$ cat config.mk
export PLATFORM = sky130hd
export DESIGN_NAME = dtp_timer_pair
export DESIGN_NICKNAME = d
export VERILOG_FILES = /design/src/rtl/dtp_pkg.sv /design/src/rtl/dtp_timer_pair.sv
export SDC_FILE = /design/constraint.sdc
export NUM_CORES = 1
export LEC_CHECK = 0
export BUFFER_PORTS_ARGS = -buffer_cell sky130_fd_sc_hd__buf_2
export CAP_MARGIN = 25
export CORE_ASPECT_RATIO = 1.4
export CORE_MARGIN = 10
export CORE_UTILIZATION = 66
export CTS_BUF_LIST = sky130_fd_sc_hd__clkbuf_16
export DETAILED_ROUTE_END_ITERATION = 12
export GPL_TIMING_DRIVEN = 1
export HOLD_SLACK_MARGIN = 0.06
export PLACE_DENSITY = 0.84
export SLEW_MARGIN = 20
export SYNTH_ARGS = -nofsm -noshare
export SYNTH_HDL_FRONTEND = slang
export SYNTH_SLANG_ARGS = --single-unit
export TNS_END_PERCENT = 30
$ cat constraint.sdc
create_clock -name clk_i -period 5.7 [get_ports clk_i]
set_input_delay 0.285 -clock clk_i [delete_from_list [all_inputs] [get_ports clk_i]]
set_output_delay 0.285 -clock clk_i [all_outputs]
set_load 0.02 [all_outputs]
$ cat src/rtl/dtp_pkg.sv
// Purpose: Shared constants and types for the dual 8-bit timer pair
// Assumes: 8-bit register bus, one 200 MHz clock
// Notes: Offsets and bit positions are used by the timer pair and its bench
package dtp_pkg;
  localparam int unsigned ADDR_W = 4;
  localparam int unsigned DATA_W = 8;

  // Register offsets
  localparam logic [3:0] OFS_RUN = 4'h0;
  localparam logic [3:0] OFS_LCMP = 4'h2;
  localparam logic [3:0] OFS_UCMP = 4'h3;
  localparam logic [3:0] OFS_MODE = 4'h4;
  localparam logic [3:0] OFS_FFCR = 4'h5;
  localparam logic [3:0] OFS_LCNT = 4'h6;
  localparam logic [3:0] OFS_UCNT = 4'h7;
  localparam logic [3:0] OFS_STAT = 4'h8;

  // pair_run_reg fields
  localparam int unsigned RUN_LOWER = 0;
  localparam int unsigned RUN_UPPER = 1;
  localparam int unsigned RUN_PRESC = 2;
  localparam int unsigned RUN_IDLE = 3;
  localparam int unsigned RUN_BUFEN = 7;
  localparam logic [7:0] RUN_RD_MASK = 8'h8F;

  // pair_mode_reg fields
  localparam int unsigned MODE_OP_LO = 6;
  localparam int unsigned MODE_PWM_LO = 4;
  localparam int unsigned MODE_UCLK_LO = 2;
  localparam int unsigned MODE_LCLK_LO = 0;

  // flop_control_reg fields
  localparam int unsigned FFCR_CTL_LO = 2;
  localparam int unsigned FFCR_IE = 1;
  localparam int unsigned FFCR_IS = 0;

  // Status register fields
  localparam int unsigned STAT_FLOP = 0;
  localparam int unsigned STAT_SUSP = 1;

  // Reset values
  localparam logic [7:0] RUN_RST = 8'h00;
  localparam logic [7:0] MODE_RST = 8'h00;
  localparam logic [7:0] CMP_RST = 8'h00;
  localparam logic [7:0] CNT_RST = 8'h00;
  localparam logic [1:0] FFCR_CTL_RD = 2'h3;

  // PWM tops and prescaler tap masks
  localparam logic [7:0] PWM_TOP6 = 8'h3F;
  localparam logic [7:0] PWM_TOP7 = 8'h7F;
  localparam logic [7:0] PWM_TOP8 = 8'hFF;
  localparam logic [7:0] TAP4_MASK = 8'h03;
  localparam logic [7:0] TAP16_MASK = 8'h0F;
  localparam logic [7:0] TAP256_MASK = 8'hFF;

  typedef enum logic [1:0] {
    OP_TIMER8 = 2'b00,
    OP_TIMER16 = 2'b01,
    OP_PPG = 2'b10,
    OP_PWM = 2'b11
  } dtp_mode_e;

  typedef enum logic [1:0] {
    FF_TOGGLE = 2'b00,
    FF_SET = 2'b01,
    FF_CLEAR = 2'b10,
    FF_HOLD = 2'b11
  } dtp_ffctl_e;

  typedef struct packed {
    logic [ADDR_W-1:0] addr;
    logic [DATA_W-1:0] wdata;
    logic wr;
    logic rd;
  } dtp_req_s;
endpackage

$ cat src/rtl/dtp_timer_pair.sv
// Purpose: Pair of cascadable 8-bit up-counting timers with shared output flop
// Assumes: Single clock; external count input is asynchronous to it
// Notes: Compare registers are write-only and read back as zero
// Function
// RULE1 - Timer8 mode: two independent interval timers, each with counter, compare, irq.
// RULE2 - Software stops a timer before changing mode, clock or compare.
// RULE3 - Run bit zero halts and clears counter; one lets it count.
// RULE4 - Lower clock: external, tap 1/4/16; upper: lower match, tap 1/16/256.
// RULE5 - Inversion enabled in timer8 mode: flop toggles on selected match.
// RULE6 - Upper clock from lower match: upper increments per lower match.
// RULE7 - Mode field 01 cascades both timers into one 16-bit timer.
// RULE8 - 16-bit mode: upper counts lower overflow regardless of its clock select.
// RULE9 - 16-bit: low byte write suspends compare, high byte write re-enables.
// RULE10 - 16-bit: lower match neither clears lower counter nor raises lower irq.
// RULE11 - 16-bit double match clears both counters, upper irq, toggles flop.
// RULE12 - Pulse mode: lower timer drives output pin; upper timer unavailable.
// RULE13 - Pulse mode: flop toggles on lower counter equal to either compare.
// RULE14 - Pulse mode: software keeps lower compare below upper compare.
// RULE15 - Pulse mode: software still sets the upper run bit.
// RULE16 - Pulse mode with buffer: buffer loads lower compare on upper match.
// RULE17 - Flop preset high gives negative pulse, preset low positive.
// RULE18 - PWM only on lower timer; upper stays an independent 8-bit timer.
// RULE19 - PWM: toggle on lower compare and on 2^n-1 overflow, n 6/7/8.
// RULE20 - PWM: lower counter cleared at each 2^n-1 overflow.
// RULE21 - PWM: software sets lower compare nonzero and below overflow value.
// RULE22 - PWM with buffer: buffer loads lower compare on each overflow.
// RULE23 - Interval match clears counter, raises irq, toggles flop if enabled.
// RULE24 - Flop control 00 toggles, 01 sets, 10 clears, 11 holds.
// RULE25 - Pulse mode: lower counter restarts after upper compare match.
//
// Our own choices: the placing of the registers and the plain strobed port.
`timescale 1ns/1ps
module dtp_timer_pair (
  // Clock and reset
  input wire logic clk_i,
  input wire logic rst_n_i,
  // Register port
  input wire dtp_pkg::dtp_req_s req_i,
  output logic [dtp_pkg::DATA_W-1:0] rd_data_o,
  // Pins
  input wire logic external_count_input_i,
  output logic timer_output_pin_o,
  // Match events
  output logic lower_match_irq_o,
  output logic upper_match_irq_o
);
  import dtp_pkg::*;

  logic [7:0] pair_run_reg;
  logic [7:0] pair_mode_reg;
  logic [1:0] ffcr_sel;
  logic [7:0] lower_compare_value;
  logic [7:0] lower_compare_buf;
  logic [7:0] upper_compare_value;
  logic [7:0] lower_up_counter;
  logic [7:0] upper_up_counter;
  logic [7:0] presc;
  logic timer_output_flop;
  logic cmp_suspend;
  logic [2:0] ext_sync;

  dtp_mode_e op_mode;
  logic [1:0] lclk_sel;
  logic [1:0] uclk_sel;
  logic [1:0] pwm_cycle_select;
  logic lower_run;
  logic upper_run;
  logic lower_buffer_enable;
  logic wr_run;
  logic wr_lcmp;
  logic wr_ucmp;
  logic wr_mode;
  logic wr_ffcr;
  logic tap_fine;
  logic tap4;
  logic tap16;
  logic tap_coarse;
  logic ext_edge;
  logic l_tick;
  logic u_tick;
  logic [7:0] l_inc;
  logic [7:0] u_inc;
  logic [7:0] pwm_top;
  logic l_hit;
  logic u_hit;
  logic pair_hit;
  logic ppg_period;
  logic pwm_ovf;
  logic l_ovf;
  logic buf_load;
  logic lower_irq_ev;
  logic upper_irq_ev;
  logic hw_toggle;

  assign op_mode = dtp_mode_e'(pair_mode_reg[MODE_OP_LO +: 2]); // RULE7
  assign lclk_sel = pair_mode_reg[MODE_LCLK_LO +: 2];
  assign uclk_sel = pair_mode_reg[MODE_UCLK_LO +: 2];
  assign pwm_cycle_select = pair_mode_reg[MODE_PWM_LO +: 2];
  assign lower_run = pair_run_reg[RUN_LOWER];
  assign upper_run = pair_run_reg[RUN_UPPER];
  assign lower_buffer_enable = pair_run_reg[RUN_BUFEN];

  assign wr_run = req_i.wr && (req_i.addr == OFS_RUN);
  assign wr_lcmp = req_i.wr && (req_i.addr == OFS_LCMP);
  assign wr_ucmp = req_i.wr && (req_i.addr == OFS_UCMP);
  assign wr_mode = req_i.wr && (req_i.addr == OFS_MODE);
  assign wr_ffcr = req_i.wr && (req_i.addr == OFS_FFCR);

  // Prescaler: taps are one-cycle enables, never derived clocks
  always_ff @(posedge clk_i or negedge rst_n_i) begin
    if (!rst_n_i) begin
      presc <= CNT_RST;
    end else if (!pair_run_reg[RUN_PRESC]) begin
      presc <= CNT_RST;
    end else begin
      presc <= presc + 8'h01;
    end
  end

  assign tap_fine = pair_run_reg[RUN_PRESC];
  assign tap4 = tap_fine && ((presc & TAP4_MASK) == TAP4_MASK);
  assign tap16 = tap_fine && ((presc & TAP16_MASK) == TAP16_MASK);
  assign tap_coarse = tap_fine && ((presc & TAP256_MASK) == TAP256_MASK);

  // External input: two flops before the edge detector reads it
  always_ff @(posedge clk_i or negedge rst_n_i) begin
    if (!rst_n_i) begin
      ext_sync <= 3'h0;
    end else begin
      ext_sync <= {ext_sync[1:0], external_count_input_i};
    end
  end

  assign ext_edge = ext_sync[1] && !ext_sync[2];

  // Clock selection
  always_comb begin
    unique case (lclk_sel) // RULE4
      2'b00: l_tick = lower_run && ext_edge;
      2'b01: l_tick = lower_run && tap_fine;
      2'b10: l_tick = lower_run && tap4;
      2'b11: l_tick = lower_run && tap16;
    endcase
  end

  assign l_inc = lower_up_counter + 8'h01;
  assign u_inc = upper_up_counter + 8'h01;
  assign l_ovf = l_tick && (lower_up_counter == PWM_TOP8);

  always_comb begin
    unique case (pwm_cycle_select) // RULE19
      2'b01: pwm_top = PWM_TOP6;
      2'b10: pwm_top = PWM_TOP7;
      2'b11: pwm_top = PWM_TOP8;
      2'b00: pwm_top = PWM_TOP8;
    endcase
  end

  // Lower comparator; suspended between low and high byte writes
  assign l_hit = l_tick && (l_inc == lower_compare_value) && !cmp_suspend;
  assign pair_hit = (op_mode == OP_TIMER16) && l_hit && (upper_up_counter == upper_compare_value); // RULE11
  assign ppg_period = (op_mode == OP_PPG) && l_tick && (l_inc == upper_compare_value); // RULE25
  // Cycle is 2^n-1 ticks, so wrap as the count steps onto the top value
  assign pwm_ovf = (op_mode == OP_PWM) && l_tick && (l_inc == pwm_top); // RULE20

  always_comb begin
    u_tick = 1'b0;
    if (upper_run) begin
      unique case (op_mode)
        OP_TIMER16: u_tick = l_ovf; // RULE8
        OP_PPG: u_tick = 1'b0; // RULE12
        OP_TIMER8, OP_PWM: begin
          unique case (uclk_sel) // RULE4
            2'b00: u_tick = l_hit; // RULE6
            2'b01: u_tick = tap_fine;
            2'b10: u_tick = tap16;
            2'b11: u_tick = tap_coarse;
          endcase
        end
      endcase
    end
  end

  assign u_hit = (op_mode != OP_TIMER16) && u_tick && (u_inc == upper_compare_value); // RULE18

  assign buf_load = lower_buffer_enable && (ppg_period || pwm_ovf); // RULE16 RULE22
  assign lower_irq_ev = ((op_mode == OP_TIMER8) && l_hit) || pwm_ovf || ppg_period; // RULE10
  assign upper_irq_ev = u_hit || pair_hit; // RULE23

  always_comb begin
    hw_toggle = 1'b0;
    if (ffcr_sel[FFCR_IE]) begin
      unique case (op_mode)
        OP_TIMER8: hw_toggle = ffcr_sel[FFCR_IS] ? u_hit : l_hit; // RULE5
        OP_TIMER16: hw_toggle = pair_hit; // RULE11
        OP_PPG: hw_toggle = l_hit || ppg_period; // RULE13
        OP_PWM: hw_toggle = l_hit || pwm_ovf; // RULE19
      endcase
    end
  end

  // Control registers
  always_ff @(posedge clk_i or negedge rst_n_i) begin
    if (!rst_n_i) begin
      pair_run_reg <= RUN_RST;
      pair_mode_reg <= MODE_RST;
      ffcr_sel <= 2'h0;
    end else begin
      if (wr_run) begin
        pair_run_reg <= req_i.wdata & RUN_RD_MASK;
      end
      if (wr_mode) begin
        pair_mode_reg <= req_i.wdata;
      end
      if (wr_ffcr) begin
        ffcr_sel <= req_i.wdata[1:0];
      end
    end
  end

  // Compare registers and buffer; buffered writes only touch the buffer
  always_ff @(posedge clk_i or negedge rst_n_i) begin
    if (!rst_n_i) begin
      lower_compare_value <= CMP_RST;
      lower_compare_buf <= CMP_RST;
      upper_compare_value <= CMP_RST;
    end else begin
      if (wr_lcmp) begin
        lower_compare_buf <= req_i.wdata;
      end
      if (wr_lcmp && !lower_buffer_enable) begin
        lower_compare_value <= req_i.wdata;
      end else if (buf_load) begin
        lower_compare_value <= lower_compare_buf; // RULE16 RULE22
      end
      if (wr_ucmp) begin
        upper_compare_value <= req_i.wdata;
      end
    end
  end

  // Low byte first: suspend until the high byte arrives
  always_ff @(posedge clk_i or negedge rst_n_i) begin
    if (!rst_n_i) begin
      cmp_suspend <= 1'b0;
    end else if (wr_ucmp) begin
      cmp_suspend <= 1'b0; // RULE9
    end else if (wr_lcmp && (op_mode == OP_TIMER16)) begin
      cmp_suspend <= 1'b1; // RULE9
    end
  end

  // Lower up-counter
  always_ff @(posedge clk_i or negedge rst_n_i) begin
    if (!rst_n_i) begin
      lower_up_counter <= CNT_RST;
    end else if (!lower_run) begin
      lower_up_counter <= CNT_RST; // RULE3
    end else if (l_tick) begin
      unique case (op_mode)
        OP_TIMER8: lower_up_counter <= l_hit ? CNT_RST : l_inc; // RULE1 RULE23
        OP_TIMER16: lower_up_counter <= pair_hit ? CNT_RST : l_inc; // RULE10 RULE11
        OP_PPG: lower_up_counter <= ppg_period ? CNT_RST : l_inc; // RULE25
        OP_PWM: lower_up_counter <= pwm_ovf ? CNT_RST : l_inc; // RULE20
      endcase
    end
  end

  // Upper up-counter
  always_ff @(posedge clk_i or negedge rst_n_i) begin
    if (!rst_n_i) begin
      upper_up_counter <= CNT_RST;
    end else if (!upper_run) begin
      upper_up_counter <= CNT_RST; // RULE3
    end else if (pair_hit) begin
      upper_up_counter <= CNT_RST; // RULE11
    end else if (u_tick) begin
      upper_up_counter <= u_hit ? CNT_RST : u_inc; // RULE1 RULE23
    end
  end

  // Output flop: a software set, clear or toggle write wins over a same-cycle match toggle
  always_ff @(posedge clk_i or negedge rst_n_i) begin
    if (!rst_n_i) begin
      timer_output_flop <= 1'b0;
    end else if (wr_ffcr && (req_i.wdata[FFCR_CTL_LO +: 2] != FF_HOLD)) begin
      unique case (dtp_ffctl_e'(req_i.wdata[FFCR_CTL_LO +: 2])) // RULE24 RULE17
        FF_TOGGLE: timer_output_flop <= !timer_output_flop;
        FF_SET: timer_output_flop <= 1'b1;
        FF_CLEAR: timer_output_flop <= 1'b0;
        FF_HOLD: timer_output_flop <= timer_output_flop;
      endcase
    end else if (hw_toggle) begin
      timer_output_flop <= !timer_output_flop; // RULE5 RULE13 RULE19
    end
  end

  assign timer_output_pin_o = timer_output_flop; // RULE12

  // Match pulses, one cycle after the event
  always_ff @(posedge clk_i or negedge rst_n_i) begin
    if (!rst_n_i) begin
      lower_match_irq_o <= 1'b0;
      upper_match_irq_o <= 1'b0;
    end else begin
      lower_match_irq_o <= lower_irq_ev; // RULE1
      upper_match_irq_o <= upper_irq_ev; // RULE1
    end
  end

  // Read port: data in the cycle after the strobe only
  always_ff @(posedge clk_i or negedge rst_n_i) begin
    if (!rst_n_i) begin
      rd_data_o <= 8'h00;
    end else if (req_i.rd) begin
      unique case (req_i.addr)
        OFS_RUN: rd_data_o <= pair_run_reg;
        OFS_MODE: rd_data_o <= pair_mode_reg;
        OFS_FFCR: rd_data_o <= {4'h0, FFCR_CTL_RD, ffcr_sel};
        OFS_LCNT: rd_data_o <= lower_up_counter;
        OFS_UCNT: rd_data_o <= upper_up_counter;
        OFS_STAT: rd_data_o <= {6'h00, cmp_suspend, timer_output_flop};
        default: rd_data_o <= 8'h00;
      endcase
    end else begin
      rd_data_o <= 8'h00;
    end
  end

  // Checks
  a_run_clears: assert property (@(posedge clk_i) disable iff (!rst_n_i) // RULE3
    !lower_run |=> lower_up_counter == CNT_RST) else $error("lower counter not cleared while stopped");
  a_t8_match_clear: assert property (@(posedge clk_i) disable iff (!rst_n_i) // RULE23
    (op_mode == OP_TIMER8) && l_hit && lower_run |=> lower_up_counter == CNT_RST)
    else $error("timer8 match did not clear counter");
  a_t8_irq_pulse: assert property (@(posedge clk_i) disable iff (!rst_n_i) // RULE1
    (op_mode == OP_TIMER8) && l_hit |=> lower_match_irq_o ##1 !lower_match_irq_o || $past(l_hit))
    else $error("lower irq pulse missing");
  a_t16_no_lclear: assert property (@(posedge clk_i) disable iff (!rst_n_i) // RULE10
    (op_mode == OP_TIMER16) && l_hit && !pair_hit && lower_run |=> lower_up_counter == $past(l_inc))
    else $error("16-bit lower match cleared counter");
  a_t16_no_lirq: assert property (@(posedge clk_i) disable iff (!rst_n_i) // RULE10
    (op_mode == OP_TIMER16) |=> !lower_match_irq_o || $past(op_mode != OP_TIMER16))
    else $error("lower irq raised in 16-bit mode");
  a_t16_pair: assert property (@(posedge clk_i) disable iff (!rst_n_i) // RULE11
    pair_hit && upper_run |=> upper_up_counter == CNT_RST && lower_up_counter == CNT_RST && upper_match_irq_o)
    else $error("16-bit match did not clear both counters");
  a_t16_upper_clk: assert property (@(posedge clk_i) disable iff (!rst_n_i) // RULE8
    (op_mode == OP_TIMER16) && upper_run && !l_ovf && !pair_hit |=> $stable(upper_up_counter))
    else $error("upper counted without lower overflow");
  a_susp_blocks: assert property (@(posedge clk_i) disable iff (!rst_n_i) // RULE9
    cmp_suspend && (op_mode == OP_TIMER16) |=> !upper_match_irq_o)
    else $error("16-bit match while compare suspended");
  a_susp_set: assert property (@(posedge clk_i) disable iff (!rst_n_i) // RULE9
    (op_mode == OP_TIMER16) && wr_lcmp |=> cmp_suspend) else $error("low byte write did not suspend compare");
  a_ppg_restart: assert property (@(posedge clk_i) disable iff (!rst_n_i) // RULE25
    ppg_period && lower_run |=> lower_up_counter == CNT_RST) else $error("pulse period did not restart counter");
  a_flop_toggle: assert property (@(posedge clk_i) disable iff (!rst_n_i) // RULE5
    hw_toggle && !wr_ffcr |=> timer_output_pin_o != $past(timer_output_pin_o))
    else $error("flop did not toggle on match");
  a_flop_sw: assert property (@(posedge clk_i) disable iff (!rst_n_i) // RULE24
    wr_ffcr && (req_i.wdata[FFCR_CTL_LO +: 2] == FF_SET) |=> timer_output_pin_o)
    else $error("software set of flop failed");
  a_pwm_wrap: assert property (@(posedge clk_i) disable iff (!rst_n_i) // RULE20
    pwm_ovf && lower_run |=> lower_up_counter == CNT_RST) else $error("PWM overflow did not clear");
  a_buf_load: assert property (@(posedge clk_i) disable iff (!rst_n_i) // RULE22
    buf_load && !wr_lcmp |=> lower_compare_value == $past(lower_compare_buf))
    else $error("buffer not transferred");
  c_t16_pair: cover property (@(posedge clk_i) disable iff (!rst_n_i) pair_hit);
  c_ext_count: cover property (@(posedge clk_i) disable iff (!rst_n_i) ext_edge && l_tick);
  c_ppg_period: cover property (@(posedge clk_i) disable iff (!rst_n_i) ppg_period && buf_load);
  c_pwm_cycle: cover property (@(posedge clk_i) disable iff (!rst_n_i) (op_mode == OP_PWM) && l_hit ##[1:300] pwm_ovf);
endmodule

=== After elaboration in Yosys (flattened, before gate mapping) ===
Cells that the tools add are included.

* Bits of input ports: 17
* Word-level logic and storage cells: 134
* Output and inout port bits: 11
* Register bits after elaboration: 78

* Equal/unequal tests: 36
* Add/subtract/negate cells: 3
* Multiplexer cells: 29
* Reduce and logical (&&, ||, !) cells: 51

{| class="wikitable"
|+ Operators by type and width
! operator !! number
|-
| 8-bit two-way mux || 14
|-
| 8-bit one-hot mux with 6 select lines || 1
|-
| 8-bit == test || 5
|-
| 8-bit one-hot mux with 4 select lines || 1
|-
| 1-bit logical AND || 29
|-
| 8-bit by 1-bit adder with 8-bit output, second input constant || 3
|-
| 8-bit one-hot mux with 3 select lines || 1
|-
| 2-bit == test, second input constant || 11
|-
| 4-bit by 3-bit == test with 1-bit output, second input constant || 4
|-
| 8-bit == test, second input constant || 2
|-
| 1-bit one-hot mux with 4 select lines || 3
|-
| 2-bit by 1-bit == test with 1-bit output, second input constant || 5
|-
| 2-bit zero test || 5
|-
| 4-bit by 2-bit == test with 1-bit output, second input constant || 2
|-
| 4-bit == test, second input constant || 2
|-
| 1-bit two-way mux || 7
|-
| 1-bit logical OR || 6
|-
| 1-bit one-hot mux with 3 select lines || 2
|-
| 2-bit nonzero test || 3
|-
| 1-bit zero test || 4
|-
| 4-bit zero test || 1
|-
| 2-bit by 1-bit != test with 1-bit output, second input constant || 2
|-
| 2-bit != test, second input constant || 2
|-
| 2-bit OR reduction || 2
|-
| 2 further kinds || 2
|}

=== Longest topological paths before layout ===
* Word-level depth: 16
* Mapped depth: 12
* Gate-level depth less buffers: 10

=== Worst setup path before layout ===
Ideal clock, no wire load.

* Kind: register to register
* Start: reg lower_up_counter[0]
* End: reg lower_up_counter[4]
* Clock period less this slack: 2.674 ns
* Required time: 5.573 ns
* Buffers on the path: 2
* Library setup time: 0.127 ns
* Arrival: 2.547 ns
* Path slack: 3.026 ns
* Stages on the path, launching flop included: 13
* Path through: dfrtp_1 > buf_2 > inv_1 > ha_1 > xnor2_1 > a2111oi_0 > o21ai_0 > nor4_1 > nand3_1 > a211o_1 > buf_2 > a31oi_1 > mux2i_1

* Word-level cells in the longest chain between the ends: 10
* Elaborated cells between the ends (all ways): 17
* Classes of those cells: 1 x add/sub; 3 x eq/ne; 7 x mux; 6 x reduce/logical

{| class="wikitable"
|+ Ends and longest elaborated chain
! element !! line !! RTL
|-
| from (decl) || dtp_timer_pair.sv:55 || <nowiki>logic [7:0] lower_up_counter;</nowiki>
|-
| from (signal assigned) || dtp_timer_pair.sv:261 || <nowiki>OP_TIMER8: lower_up_counter <= l_hit ? CNT_RST : l_inc;</nowiki>
|-
| from (signal assigned) || dtp_timer_pair.sv:262 || <nowiki>OP_TIMER16: lower_up_counter <= pair_hit ? CNT_RST : l_inc;</nowiki>
|-
| from (signal assigned) || dtp_timer_pair.sv:263 || <nowiki>OP_PPG: lower_up_counter <= ppg_period ? CNT_RST : l_inc;</nowiki>
|-
| 8-bit by 1-bit adder with 8-bit output * || dtp_timer_pair.sv:146 || <nowiki>assign l_inc = lower_up_counter + 8'h01;</nowiki>
|-
| 8-bit == test || dtp_timer_pair.sv:160 || <nowiki>assign l_hit = l_tick && (l_inc == lower_compare_value) && !cmp_suspend;</nowiki>
|-
| 1-bit logical AND (2 in a row) || dtp_timer_pair.sv:160 ||
|-
| 1-bit logical AND (2 in a row) || dtp_timer_pair.sv:161 || <nowiki>assign pair_hit = (op_mode == OP_TIMER16) && l_hit && (upper_up_counter == upper_compare_value);</nowiki>
|-
| 8-bit two-way mux || dtp_timer_pair.sv:262 ||
|-
| 8-bit one-hot mux with 4 select lines * || dtp_timer_pair.sv:260 || <nowiki>unique case (op_mode)</nowiki>
|-
| 8-bit two-way mux * || dtp_timer_pair.sv:259 || <nowiki>end else if (l_tick) begin</nowiki>
|-
| 8-bit two-way mux * || dtp_timer_pair.sv:257 || <nowiki>end else if (!lower_run) begin</nowiki>
|}

Mark *: on every way between the ends. The rest lies on a longest branch, timed or not. The select of a mux whose other input is x is not followed.
A chain may end at the register's enable or synchronous reset.

=== Worst setup path in the final report ===
* Start: reg lower_up_counter[0]
* End: reg lower_up_counter[2]

The elaborated chain is that of the path after synthesis.

==> out/results.tsv <==
metric	value	unit
crit_path_start_kind	flip-flop	
seq_area_frac_synth	39.6	%
worstHoldStart	req_i[0]	
grt_pass1_vias	4178	
hold_violations	0	
syn_nets	550	
grt-ovfl-total	0	
nFillCells	571	
seq_area	1950	um^2
clk_latency	0.34	ns
htreeDepth	3	
rr_startpoint	lower_up_counter[0]	
hpwl	10000	um
vias	4268	
clk_path_buf_depth	2	
hold_path_class	input port to flip-flop	
globalplace.congestion	1.00	
slew_headroom	34.3	%
status	finished, final reports clean	
synthDistinctLibCells	64	
p_int	1.18	mW
synth_area_per_cell	9.46	um^2
drtIter0Drc	384	
design.core.area	7310	um^2
synth_top_area_share	39.6	%
power-per-cell-area	335	nW/um^2
drv_slew	0	
setup_viol	0	
hold_ws	0.195	ns
ys_seq_elements	78	
row_count	37	
io_buffers	27	
p_sw_share	34.7	%
max_freq	296	MHz
setup_ws	2.33	ns
cap_viol_max_count	0	
firstDrtPassIters	5	
r2r_cells	10	
worstSetupPathType	flip-flop to flip-flop	
r2r_slack	2.33	ns
grt_antenna_before_repair	0	
p_clk_share	31.0	%
layout.nets	564	
grt_pass1_wl	22200	um
p_seq_share	43.0	%
fp.dieW	93.1	um
hold_end	rd_data_o[0]	
synth-warning-count	0	
hold_depth	3	
placed_area	5070	um^2
num_io_pins	28	
grt_usage	24.9	%
tightest_slew	0.985	ns
period_share	59.2	%
antenna_cells	0	
period_minus_slack	3.37	ns
p_sw	628	uW
drive_gt1_share	15.6	%
pwr-share-comb	26.0	%
rr_endpoint	lower_up_counter[2]	
cts_tree	yes	
ir_worst_vdd	0.000304	V
synth_flop_cell	dfrtp_1	
synth_area	4930	um^2
initial_core_util	67.4	%
clock_skew	0.00719	ns
finalPower	1.81	mW
pre_cts_slack	2.43	ns
clockRootBuffer	clkbuf_16	
leakagePower	2.35	nW
syn_inst	521	
fin_util	73.9	%
cp_max_fo	11	
synth_top_cells_by_area	dfrtp_1, mux2_2, xnor2_1, nand2_1, ha_1	
wl_per_cell	21.5	um
ant_nets	0	
crit_required	5.92	ns
die_y	122	um
end_kind	flip-flop	
drc_errors	0	
grt_max_degree	79	
dieArea	11400	um^2
multi_input_area	2810	um^2
synth_most_common_cell	dfrtp_1	
grt_setup_unrepaired	no	
synth_top_cell_by_area	dfrtp_1	
clkSlewWorstSetupHoldPaths	0.06	ns
area_growth	9.67	%
cts.sinks	78	
post_cts_resized	0	
wl	13700	um
arrival	3.59	ns
cts_made_buffers	9	
final_area	5410	um^2
synth_common_cells	dfrtp_1, nand2_1, nor2_1	
stdcell_count	637	
finalSetupTns	0	ns
dp.cells	618	
ys_async_sr_fraction	100	%
drt-vias-per-instance	6.70	
synth_edf_count	0	
[cell usage in the layout (no fill, tap or decap), types with 4 or more instances in the layout]
cell       netlist  final
o22ai_1          5      5
a21o_1           9      9
ha_1            12     12
a31oi_1         13     13
xor2_1          12     12
nand2_1         45     45
a21oi_1         20     20
and3_1          10     10
mux2_2          31     31
inv_1           13     14
clkbuf_16        0      9
a22o_1          12     12
nand4_1          7      7
nor2b_1         12     12
nand3_1         26     26
mux2i_1          9      9
o21ai_0         21     21
nor3b_1          4      4
dfrtp_1         78     78
nor2_1          33     33
buf_2            7     27
and2_1           8      8
xnor2_1         22     22
o211ai_1         5      5
nor3_1          14     14
or3_1            6      6
nand2b_1         6      6
[final cells by class]
class	count	area share (%)
clock buffers	9	4.16
clock inverters	7	1.20
inverters	13	0.902
multi-input cells	402	51.9
flip-flops and latches	78	36.1
well taps	97	2.24
repair buffers	31	3.52
[kinds of logic after synthesis]
logic type               after synthesis  synth area share [%]
buffers and inverters                 41                  3.53
adder cells (fa/ha/maj)               12                  3.04
multiplexers                          40                  8.91
XOR/XNOR                              34                  6.04
AND/OR/NAND/NOR                      189                  19.8
flip-flops                            78                  39.6
AO/OA/AOI/OAI                        127                  19.1
[power by group through the flow]
stage | sequential [mW] | combinational (mW) | clock [mW]
6_report | 0.779 | 0.471 | 0.563
5_1_grt | 0.789 | 0.515 | 0.591
4_1_cts | 0.773 | 0.461 | 0.568
3_5_place_dp | 0.782 | 0.454 | 0
3_3_place_gp | 0.778 | 0.439 | 0
2_1_floorplan | 0.722 | 0.358 | 0
[per-layer routing]
metal | share of wire [%] | vias up | track usage, %
met5 | 0 | - | 0
met4 | 4.1 | 0 | 12.6
met3 | 6.4 | 43 | 5.62
met2 | 51 | 193 | 41.1
met1 | 39 | 2087 | 30.0
li1 | - | 1945 | -
[critical path, stage by stage, from the launching register on]
cell       delay, ns
dfrtp_1         0.52
inv_1           0.09
ha_1            0.36
xnor2_1         0.18
a2111oi_0       0.40
o21ai_0         0.21
nor4_1          0.47
nand3_1         0.16
a211o_1         0.50
a31oi_1         0.26
mux2i_1         0.10
[repair_timing]
action / CTS / global route
hold endpoints to repair: 1 / 25
hold buffers: 1 / 1
buffers inserted: 0 / 0
[worst max-delay path by stage]
stage / slack [ns] / end / depth (start not counted) / start
after floorplan: 3.03 / lower_up_counter[4] / 12 / lower_up_counter[0]
after global placement: 2.43 / lower_up_counter[2] / 10 / lower_up_counter[0]
after detailed placement: 2.43 / lower_up_counter[2] / 10 / lower_up_counter[0]
after CTS: 2.42 / lower_up_counter[2] / 10 / lower_up_counter[0]
after global routing: 2.08 / lower_up_counter[1] / 8 / lower_up_counter[2]
final: 2.33 / lower_up_counter[2] / 10 / lower_up_counter[0]
Power figures use the tool's default switching activity.
